==> config.mk <==
export PLATFORM = sky130hd
export DESIGN_NAME = ivm_top
export DESIGN_NICKNAME = d
export VERILOG_FILES = /design/src/ivm_pkg.sv /design/src/ivm_vec_addr.sv /design/src/ivm_top.sv
export SDC_FILE = /design/constraint.sdc
export NUM_CORES = 1
export LEC_CHECK = 0
export BUFFER_PORTS_ARGS = -buffer_cell sky130_fd_sc_hd__buf_2
export CAP_MARGIN = 0
export CORE_MARGIN = 1.5
export CORE_UTILIZATION = 30
export CTS_CLUSTER_SIZE = 10
export DETAILED_ROUTE_END_ITERATION = 6
export MAX_ROUTING_LAYER = met4
export SKIP_LAST_GASP = 1
export SYNTH_ARGS = -nofsm -noshare
export SYNTH_HDL_FRONTEND = slang
export SYNTH_HIERARCHICAL = 1
export SYNTH_SLANG_ARGS = --single-unit
==> constraint.sdc <==
create_clock -name clk_sys_i -period 2.2 [get_ports clk_sys_i]
set_input_delay 0.11 -clock clk_sys_i [delete_from_list [all_inputs] [get_ports clk_sys_i]]
set_output_delay 0.11 -clock clk_sys_i [all_outputs]
set_load 0.005 [all_outputs]
==> src/ivm_pkg.sv <==
// Purpose: Constants for the interrupt vector map
// Assumes: Word addresses are 16 bits wide
// Notes:   Vector numbers count from one; vector 1 is the reset vector
package ivm_pkg;
   localparam int          IVM_NUM_VEC     = 20;
   localparam int          IVM_NUM_IRQ     = 19;
   localparam int          IVM_ADDR_W      = 16;
   localparam int          IVM_VEC_W       = 5;
   localparam logic [15:0] IVM_RESET_ADDR  = 16'h0000;
   localparam logic [15:0] IVM_LAST_SMALL  = 16'h0013;
   localparam logic [15:0] IVM_LAST_LARGE  = 16'h0026;
   localparam logic [15:0] IVM_MAIN_SMALL  = 16'h0014;
   localparam logic [4:0]  IVM_RESET_VEC   = 5'h01;
   localparam logic [4:0]  IVM_FIRST_IRQ   = 5'h02;
   // Request bit positions, bit k is vector k+2
   localparam int IVM_EXT0   = 0;
   localparam int IVM_EXT1   = 1;
   localparam int IVM_PCLOW  = 2;
   localparam int IVM_PCHIGH = 3;
   localparam int IVM_WDOG   = 4;
   localparam int IVM_TB_CAP = 5;
   localparam int IVM_TB_MA  = 6;
   localparam int IVM_TB_MB  = 7;
   localparam int IVM_TB_OVF = 8;
   localparam int IVM_TA_MA  = 9;
   localparam int IVM_TA_OVF = 10;
   localparam int IVM_LIN_DONE_IRQ = 11;
   localparam int IVM_LIN_ER = 12;
   localparam int IVM_SPI    = 13;
   localparam int IVM_ADC    = 14;
   localparam int IVM_EE_RDY = 15;
   localparam int IVM_ACMP   = 16;
   localparam int IVM_SER_ST = 17;
   localparam int IVM_SER_WR = 18;
endpackage

==> src/ivm_vec_addr.sv <==
// Purpose: Converts a vector number to its program word address
// Assumes: Vector number in range 1..20
// Notes:   Pure combinational, used by the main block
`timescale 1ns/100ps
`default_nettype none
module ivm_vec_addr
   import ivm_pkg::*;
(
   // Select
   input  wire logic                  large_i,
   input  wire logic [IVM_VEC_W-1:0]  vec_i,
   // Address
   output logic      [IVM_ADDR_W-1:0] addr_o
);
   logic [IVM_ADDR_W-1:0] slot;

   always_comb begin
      slot = {{(IVM_ADDR_W-IVM_VEC_W){1'b0}}, vec_i - IVM_RESET_VEC};
      if (large_i) begin
         addr_o = {slot[IVM_ADDR_W-2:0], 1'b0}; // RQ4
      end else begin
         addr_o = slot; // RQ3
      end
   end
endmodule
`default_nettype wire

==> src/ivm_top.sv <==
// Purpose: Picks the pending request and presents its vector address
// Assumes: Requests and reset sources are levels synchronous to clk_sys_i
// Notes:   Core holds ack_i high each cycle it takes the vector; reset wins
`timescale 1ns/100ps
`default_nettype none
// Notes on behaviour
// [RQ1] Every reset source goes to vector 1 at word address 0x0000.
// [RQ2] Vectors 6 to 20 follow the fixed peripheral order.
// [RQ3] Small variant: vector n at word n-1, last at 0x0013.
// [RQ4] Large variant: vector n at word 2(n-1), last at 0x0026.
// [RQ5] External 0/1 and pin change low/high take vectors 2 to 5.
// [RQ6] Software puts one jump per slot; main code starts at 0x0014.
// [RQ7] Of several pending requests the lowest vector number wins.
module ivm_top
   import ivm_pkg::*;
#(
   parameter bit LARGE_FLASH = 1'b0
)(
   // Clock and reset
   input  wire logic                   clk_sys_i,
   input  wire logic                   sys_rst_i,
   // Reset sources
   input  wire logic                   rst_pin_i,
   input  wire logic                   rst_por_i,
   input  wire logic                   rst_bod_i,
   input  wire logic                   rst_wdog_i,
   // Interrupt requests
   input  wire logic                   ext_request_zero_i,
   input  wire logic                   ext_request_one_i,
   input  wire logic                   pin_change_group_low_i,
   input  wire logic                   pin_change_group_high_i,
   input  wire logic                   watchdog_timeout_irq_i,
   input  wire logic                   timer_b_capture_irq_i,
   input  wire logic                   timer_b_match_a_irq_i,
   input  wire logic                   timer_b_match_b_irq_i,
   input  wire logic                   timer_b_overflow_irq_i,
   input  wire logic                   timer_a_match_irq_i,
   input  wire logic                   timer_a_overflow_irq_i,
   input  wire logic                   lin_done_irq_i,
   input  wire logic                   lin_error_irq_i,
   input  wire logic                   spi_done_irq_i,
   input  wire logic                   adc_done_irq_i,
   input  wire logic                   eeprom_ready_irq_i,
   input  wire logic                   comparator_irq_i,
   input  wire logic                   serial_start_detect_irq_i,
   input  wire logic                   serial_counter_wrap_irq_i,
   // Core side
   input  wire logic                   ack_i,
   output logic                        vec_valid_o,
   output logic      [IVM_VEC_W-1:0]   vec_num_o,
   output logic      [IVM_ADDR_W-1:0]  vec_addr_o,
   output logic      [IVM_NUM_IRQ-1:0] ack_onehot_o
);
   logic [IVM_NUM_IRQ-1:0] req;
   logic                   any_rst;
   logic                   next_valid;
   logic [IVM_VEC_W-1:0]   next_num;
   logic [IVM_ADDR_W-1:0]  next_addr;

   // Lowest set bit gives the lowest vector number
   function automatic logic [IVM_VEC_W-1:0] ivm_pick(
      input logic [IVM_NUM_IRQ-1:0] r);
      logic [IVM_VEC_W-1:0] v;
      v = '0;
      for (int k = IVM_NUM_IRQ-1; k >= 0; k--) begin
         if (r[k]) begin
            v = IVM_VEC_W'(k) + IVM_FIRST_IRQ; // RQ7
         end
      end
      return v;
   endfunction

   always_comb begin
      req = '0;
      req[IVM_EXT0]   = ext_request_zero_i; // RQ5
      req[IVM_EXT1]   = ext_request_one_i;
      req[IVM_PCLOW]  = pin_change_group_low_i;
      req[IVM_PCHIGH] = pin_change_group_high_i;
      req[IVM_WDOG]   = watchdog_timeout_irq_i; // RQ2
      req[IVM_TB_CAP] = timer_b_capture_irq_i;
      req[IVM_TB_MA]  = timer_b_match_a_irq_i;
      req[IVM_TB_MB]  = timer_b_match_b_irq_i;
      req[IVM_TB_OVF] = timer_b_overflow_irq_i;
      req[IVM_TA_MA]  = timer_a_match_irq_i;
      req[IVM_TA_OVF] = timer_a_overflow_irq_i;
      req[IVM_LIN_DONE_IRQ] = lin_done_irq_i;
      req[IVM_LIN_ER] = lin_error_irq_i;
      req[IVM_SPI]    = spi_done_irq_i;
      req[IVM_ADC]    = adc_done_irq_i;
      req[IVM_EE_RDY] = eeprom_ready_irq_i;
      req[IVM_ACMP]   = comparator_irq_i;
      req[IVM_SER_ST] = serial_start_detect_irq_i;
      req[IVM_SER_WR] = serial_counter_wrap_irq_i;
   end

   assign any_rst = rst_pin_i | rst_por_i | rst_bod_i | rst_wdog_i;

   always_comb begin
      if (any_rst) begin
         next_valid = 1'b1;
         next_num   = IVM_RESET_VEC; // RQ1
      end else begin
         next_valid = |req;
         next_num   = ivm_pick(req);
      end
   end

   ivm_vec_addr u_addr (
      .large_i (LARGE_FLASH),
      .vec_i   (next_num),
      .addr_o  (next_addr)
   );

   // Registered so the core sees a stable vector for a whole cycle
   always_ff @(posedge clk_sys_i) begin
      if (sys_rst_i) begin
         vec_valid_o <= 1'b1;
         vec_num_o   <= IVM_RESET_VEC;
         vec_addr_o  <= IVM_RESET_ADDR; // RQ1
      end else begin
         vec_valid_o <= next_valid;
         vec_num_o   <= next_valid ? next_num : '0;
         vec_addr_o  <= next_valid ? next_addr : IVM_RESET_ADDR;
      end
   end

   // Tells the source whose vector the core took, to clear its flag
   always_comb begin
      ack_onehot_o = '0;
      if (ack_i && vec_valid_o && vec_num_o >= IVM_FIRST_IRQ) begin
         ack_onehot_o[vec_num_o - IVM_FIRST_IRQ] = 1'b1;
      end
   end

   // Helper copy of the requests, so the priority check does not reuse
   // the picking function it is meant to judge
   logic [IVM_NUM_IRQ-1:0] req_q;
   logic [IVM_NUM_IRQ-1:0] below_mask;

   always_ff @(posedge clk_sys_i) begin
      req_q <= req;
   end

   // Bits below the presented request; all ones when none is presented
   always_comb begin
      below_mask = (IVM_NUM_IRQ'(1) << (vec_num_o - IVM_FIRST_IRQ))
                   - IVM_NUM_IRQ'(1);
   end

   reset_addr_a: assert property ( // RQ1
      @(posedge clk_sys_i) disable iff (sys_rst_i)
      any_rst |=> vec_valid_o && vec_addr_o == IVM_RESET_ADDR)
      else $error("reset source did not map to address zero");
   last_addr_a: assert property ( // RQ3 RQ4
      @(posedge clk_sys_i) disable iff (sys_rst_i)
      !any_rst && serial_counter_wrap_irq_i && req[IVM_SER_WR-1:0] == '0
      |=> vec_addr_o == (LARGE_FLASH ? IVM_LAST_LARGE : IVM_LAST_SMALL))
      else $error("last vector address wrong");
   ext0_first_a: assert property ( // RQ5
      @(posedge clk_sys_i) disable iff (sys_rst_i)
      !any_rst && ext_request_zero_i |=> vec_num_o == 5'h02)
      else $error("external request zero not vector 2");
   ext0_addr_a: assert property ( // RQ5
      @(posedge clk_sys_i) disable iff (sys_rst_i)
      !any_rst && ext_request_zero_i
      |=> vec_addr_o == (LARGE_FLASH ? 16'h0002 : 16'h0001))
      else $error("external request zero at wrong address");
   ext1_vec_a: assert property ( // RQ5
      @(posedge clk_sys_i) disable iff (sys_rst_i)
      !any_rst && ext_request_one_i && req[0] == 1'b0 |=> vec_num_o == 5'h03)
      else $error("external request one not vector 3");
   pcl_vec_a: assert property ( // RQ5
      @(posedge clk_sys_i) disable iff (sys_rst_i)
      !any_rst && pin_change_group_low_i && req[1:0] == '0
      |=> vec_num_o == 5'h04)
      else $error("pin change low not vector 4");
   pch_vec_a: assert property ( // RQ5
      @(posedge clk_sys_i) disable iff (sys_rst_i)
      !any_rst && pin_change_group_high_i && req[2:0] == '0
      |=> vec_num_o == 5'h05
          && vec_addr_o == (LARGE_FLASH ? 16'h0008 : 16'h0004))
      else $error("pin change high not vector 5");
   wdog_vec_a: assert property ( // RQ2
      @(posedge clk_sys_i) disable iff (sys_rst_i)
      !any_rst && watchdog_timeout_irq_i && req[3:0] == '0
      |=> vec_num_o == 5'h06)
      else $error("watchdog not vector 6");
   prio_low_a: assert property ( // RQ7
      @(posedge clk_sys_i) disable iff (sys_rst_i)
      !any_rst && req != '0
      |=> vec_num_o >= IVM_FIRST_IRQ && req_q[vec_num_o - IVM_FIRST_IRQ]
          && (req_q & below_mask) == '0)
      else $error("not lowest vector");
   idle_a: assert property (
      @(posedge clk_sys_i) disable iff (sys_rst_i)
      !any_rst && req == '0 |=> !vec_valid_o)
      else $error("valid without request");
   num_range_a: assert property ( // RQ2
      @(posedge clk_sys_i) disable iff (sys_rst_i)
      vec_valid_o |-> vec_num_o >= IVM_RESET_VEC && vec_num_o <= 5'h14)
      else $error("vector number outside the table");
   addr_form_a: assert property ( // RQ3 RQ4
      @(posedge clk_sys_i) disable iff (sys_rst_i)
      vec_valid_o |-> vec_addr_o == (LARGE_FLASH ?
         16'((vec_num_o - 5'h01) * 2) : 16'(vec_num_o - 5'h01)))
      else $error("address not derived from vector");
   ack_one_a: assert property (
      @(posedge clk_sys_i) disable iff (sys_rst_i)
      $countones(ack_onehot_o) <= 1)
      else $error("more than one acknowledge");

   reset_c: cover property (@(posedge clk_sys_i) any_rst);
   multi_c: cover property (@(posedge clk_sys_i)
      !any_rst && $countones(req) > 1);
   last_c:  cover property (@(posedge clk_sys_i) vec_num_o == 5'h14);
   ack_c:   cover property (@(posedge clk_sys_i) ack_onehot_o != '0);
   idle_c:  cover property (@(posedge clk_sys_i) !vec_valid_o);
endmodule
`default_nettype wire

==> results by group <==
Route
  – Antenna viol nets, final: 0
  – Vias: roughly 1300
  – Via density: approximately 4.5
  – Drt initial violations: 34
  – Total Wirelength: roughly 2.9 mm
  – Post-route DRC: 0
  – Per-cell routed wire length: approximately 9.7 µm
  – First-pass iteration count of the detailed router: 4

CTS
  – Reg clk slew, reported paths: 70 ps
  – CTS Root Cell: clkbuf_8
  – Hold buffer count at CTS: 0
  – H-Tree Depth: 1
  – Number of CTS-inserted buffers: 3
  – CTS sink count: 22
  – CTS tree: built
  – Clk buf depth: 2
  – Post-CTS Setup Inserts: 0

Min path
  – Tightest Hold Check Type: input port to flop

Power and ir drop
  – VDD IR-drop max: approximately 0.00024 V
  – Leakage: between 0.0008 and 0.0009 µW
  – Switch share: between 20% and 30%
  – Final Power: between 700 and 800 µW
  – Seq pwr share: about half
  – Power Density: approximately 440 nW/µm²
  – Pint: ~630 µW
  – Gate power share: approximately 14%
  – P_sw: around 170 µW
  – Clk pwr share: 34.1%

STA
  – Max Fclk: between 0.5 and 0.6 GHz
  – Slew Limit Fails: 0
  – Final hold violations: 0
  – Fin crit share: between 80 and 90%
  – Hold Slack: 76.82 ps
  – Final setup viols: 0
  – TNS Setup: 0 ps
  – RSZ-0062 raised after global routing: no
  – Worst setup margin: around 260 ps
  – Minimum clock period: about 1900 ps

Floorplanning
  – Core area: ~4400 µm²
  – Ports: between 60 and 70
  – Starting Density: between 30% and 40%
  – Die Wd: approximately 71 µm
  – Die Span Y: around 71 µm
  – Full die area: around 5000 µm²
  – Row count: 24

GRT
  – First-pass GRT wire length: roughly 4.7 mm
  – Initial antenna violation count: 0
  – Vias in the first global route: approximately 1200
  – GRT overflow: 0
  – Tot GR Track Use: a little under an eighth
  – Largest net degree at the start of global routing: 13

Yosys
  – Ys Warns: 6
  – Yosys cell types: 43
  – Mean Syn Cell Area: between 8 and 9 µm²
  – Post-Syn Instances: between 150 and 200
  – #FFs+latches synth: 22
  – Number of synthesized flops with an enable pin: 0
  – Prevailing post-synth register cell: dfxtp_1
  – Synthesized cell area: about 1400 µm²
  – Post-synth ARST share: 0%
  – Register area share after synthesis: roughly a third

Cells and area
  – Fraction of layout instances using a drive strength above 1: roughly two fifths
  – P&R area growth vs syn: 30.63%
  – Fin nets: 274
  – Fillers: 456
  – Ant diodes: 0

Outcome
  – Status: complete, no violations

Place
  – IO buf count: 66
  – RePlAce Congestion: slightly above 0.8
  – Worst slack, placed: between 150 and 200 ps
  – DP HPWL: 2.401 mm

Critical path
  – Req. time, crit path: around 2100 ps
  – Critical path endpoint category: output port
  – Setup CP Type: flop to output port
  – Crit Path Max Fanout: 7
  – Worst setup SP type: flop
  – CP arrival: around 1800 ps

Flow run
  – MaxCap Viol Count: 0
synth_stat cells, types with 2 or more instances:
| library cell | count | area (µm²) |
|---|---|---|
| o21bai_1 | 2 | 15.01 |
| o21ai_1 | 6 | 30.03 |
| nand2b_1 | 3 | 18.77 |
| o21ai_0 | 3 | 15.01 |
| xor2_1 | 2 | 17.52 |
| nor3b_1 | 3 | 22.52 |
| o211ai_1 | 2 | 15.01 |
| dfxtp_1 | 22 | 440.4 |
| nor3b_2 | 2 | 25.02 |
| inv_1 | 8 | 30.03 |
| buf_4 | 10 | 75.07 |
| nor4_1 | 3 | 18.77 |
| nand4_1 | 4 | 25.02 |
| o41ai_1 | 2 | 17.52 |
| a21oi_1 | 3 | 15.01 |
| o21a_1 | 3 | 22.52 |
| a2111oi_0 | 2 | 17.52 |
| nor2_1 | 35 | 131.4 |
| nand2_1 | 6 | 22.52 |
| buf_6 | 2 | 22.52 |
| conb_1 | 2 | 7.510 |
| and2_1 | 8 | 50.05 |
| nor3_1 | 7 | 35.03 |
| nor2b_1 | 2 | 12.51 |
| and2_4 | 10 | 87.58 |
| ha_1 | 3 | 37.54 |
cell usage in the layout, fill, tap and decap left out, types with 4 or more instances in the layout:
| cell type | n |
|---|---|
| nand4_1 | 4 |
| and2_4 | 10 |
| inv_1 | 8 |
| nor2_1 | 35 |
| and2_1 | 8 |
| o21ai_1 | 6 |
| buf_4 | 4 |
| conb_1 | 12 |
| nand2_1 | 6 |
| clkbuf_8 | 4 |
| buf_2 | 66 |
| dfxtp_1 | 21 |
| nor3_1 | 7 |
through the flow:
stage | instance area, µm² | utilization [%] | std cells
after floorplan | 1439 | - | 182
after global routing | 1831 | 41.47 | 296
final | 1831 | 41.47 | 296
after detailed placement | 1767 | 40.02 | 292
after global placement | 1767 | 40.02 | 292
after CTS | 1822 | 41.27 | 296
logic make-up after synthesis:
| group | after synthesis | synth area share [%] |
|---|---|---|
| AO/OA/AOI/OAI | 27 | 13.04 |
| XOR/XNOR | 3 | 1.875 |
| adder cells (fa/ha/maj) | 3 | 2.679 |
| buffers and inverters | 20 | 9.107 |
| flip-flops | 22 | 31.43 |
| multiplexers | 2 | 1.785 |
| other | 2 | 0.5359 |
| AND/OR/NAND/NOR | 93 | 39.55 |
power by group through the flow:
stage          Combinational, µW  Clock (µW)  Sequential (µW)
2_1_floorplan               70.0           0              425
3_3_place_gp                 112           0              423
3_5_place_dp                 112           0              423
4_1_cts                      112         282              414
5_1_grt                      127         301              415
6_report                     112         272              414
state kept, by name (all words and copies together) (netlist names):
signal / count
vec_addr_o: 16
vec_valid_o: 1
vec_num_o: 5
worst paths after layout:
path | startpoint | end | slack (ps) | depth (start not counted)
worst max-delay path | vec_num_o[1] | ack_onehot_o[12] | 260 | 7
worst min-delay path | sys_rst_i | vec_num_o[3] | 80 | 2
routing by layer:
layer | vias up | wire, µm | global-route usage (%)
li1 | 717 | - | -
met1 | 584 | 1257 | 14.04
met2 | 41 | 1437 | 19.96
met3 | 2 | 159 | 0.4219
met4 | 0 | 25 | 4.403
met5 | - | 0 | -
repair_timing:
action,CTS,global route
resized for setup,0,2
hold endpoints to repair,0,0
setup endpoints to repair,0,14
area by class of cell:
type | count | area (µm²) | share of cell area [%]
Clock buffer | 4 | 55.05 | 3.008
Timing Repair Buffer | 70 | 360.3 | 19.69
Inverter | 8 | 30.03 | 1.640
Sequential cell | 22 | 441.7 | 24.13
Tap cell | 52 | 65.06 | 3.554
Multi-Input combinational cell | 140 | 878.3 | 47.98
critical path: stages, from the launching register on:
cell,delay [ps]
dfxtp_2,400
inv_1,90
ha_1,270
nor4b_1,180
nor2_1,140
nand4_1,230
nor2_1,150
buf_2,120
Note: power is estimated with default switching activity, not from simulation.
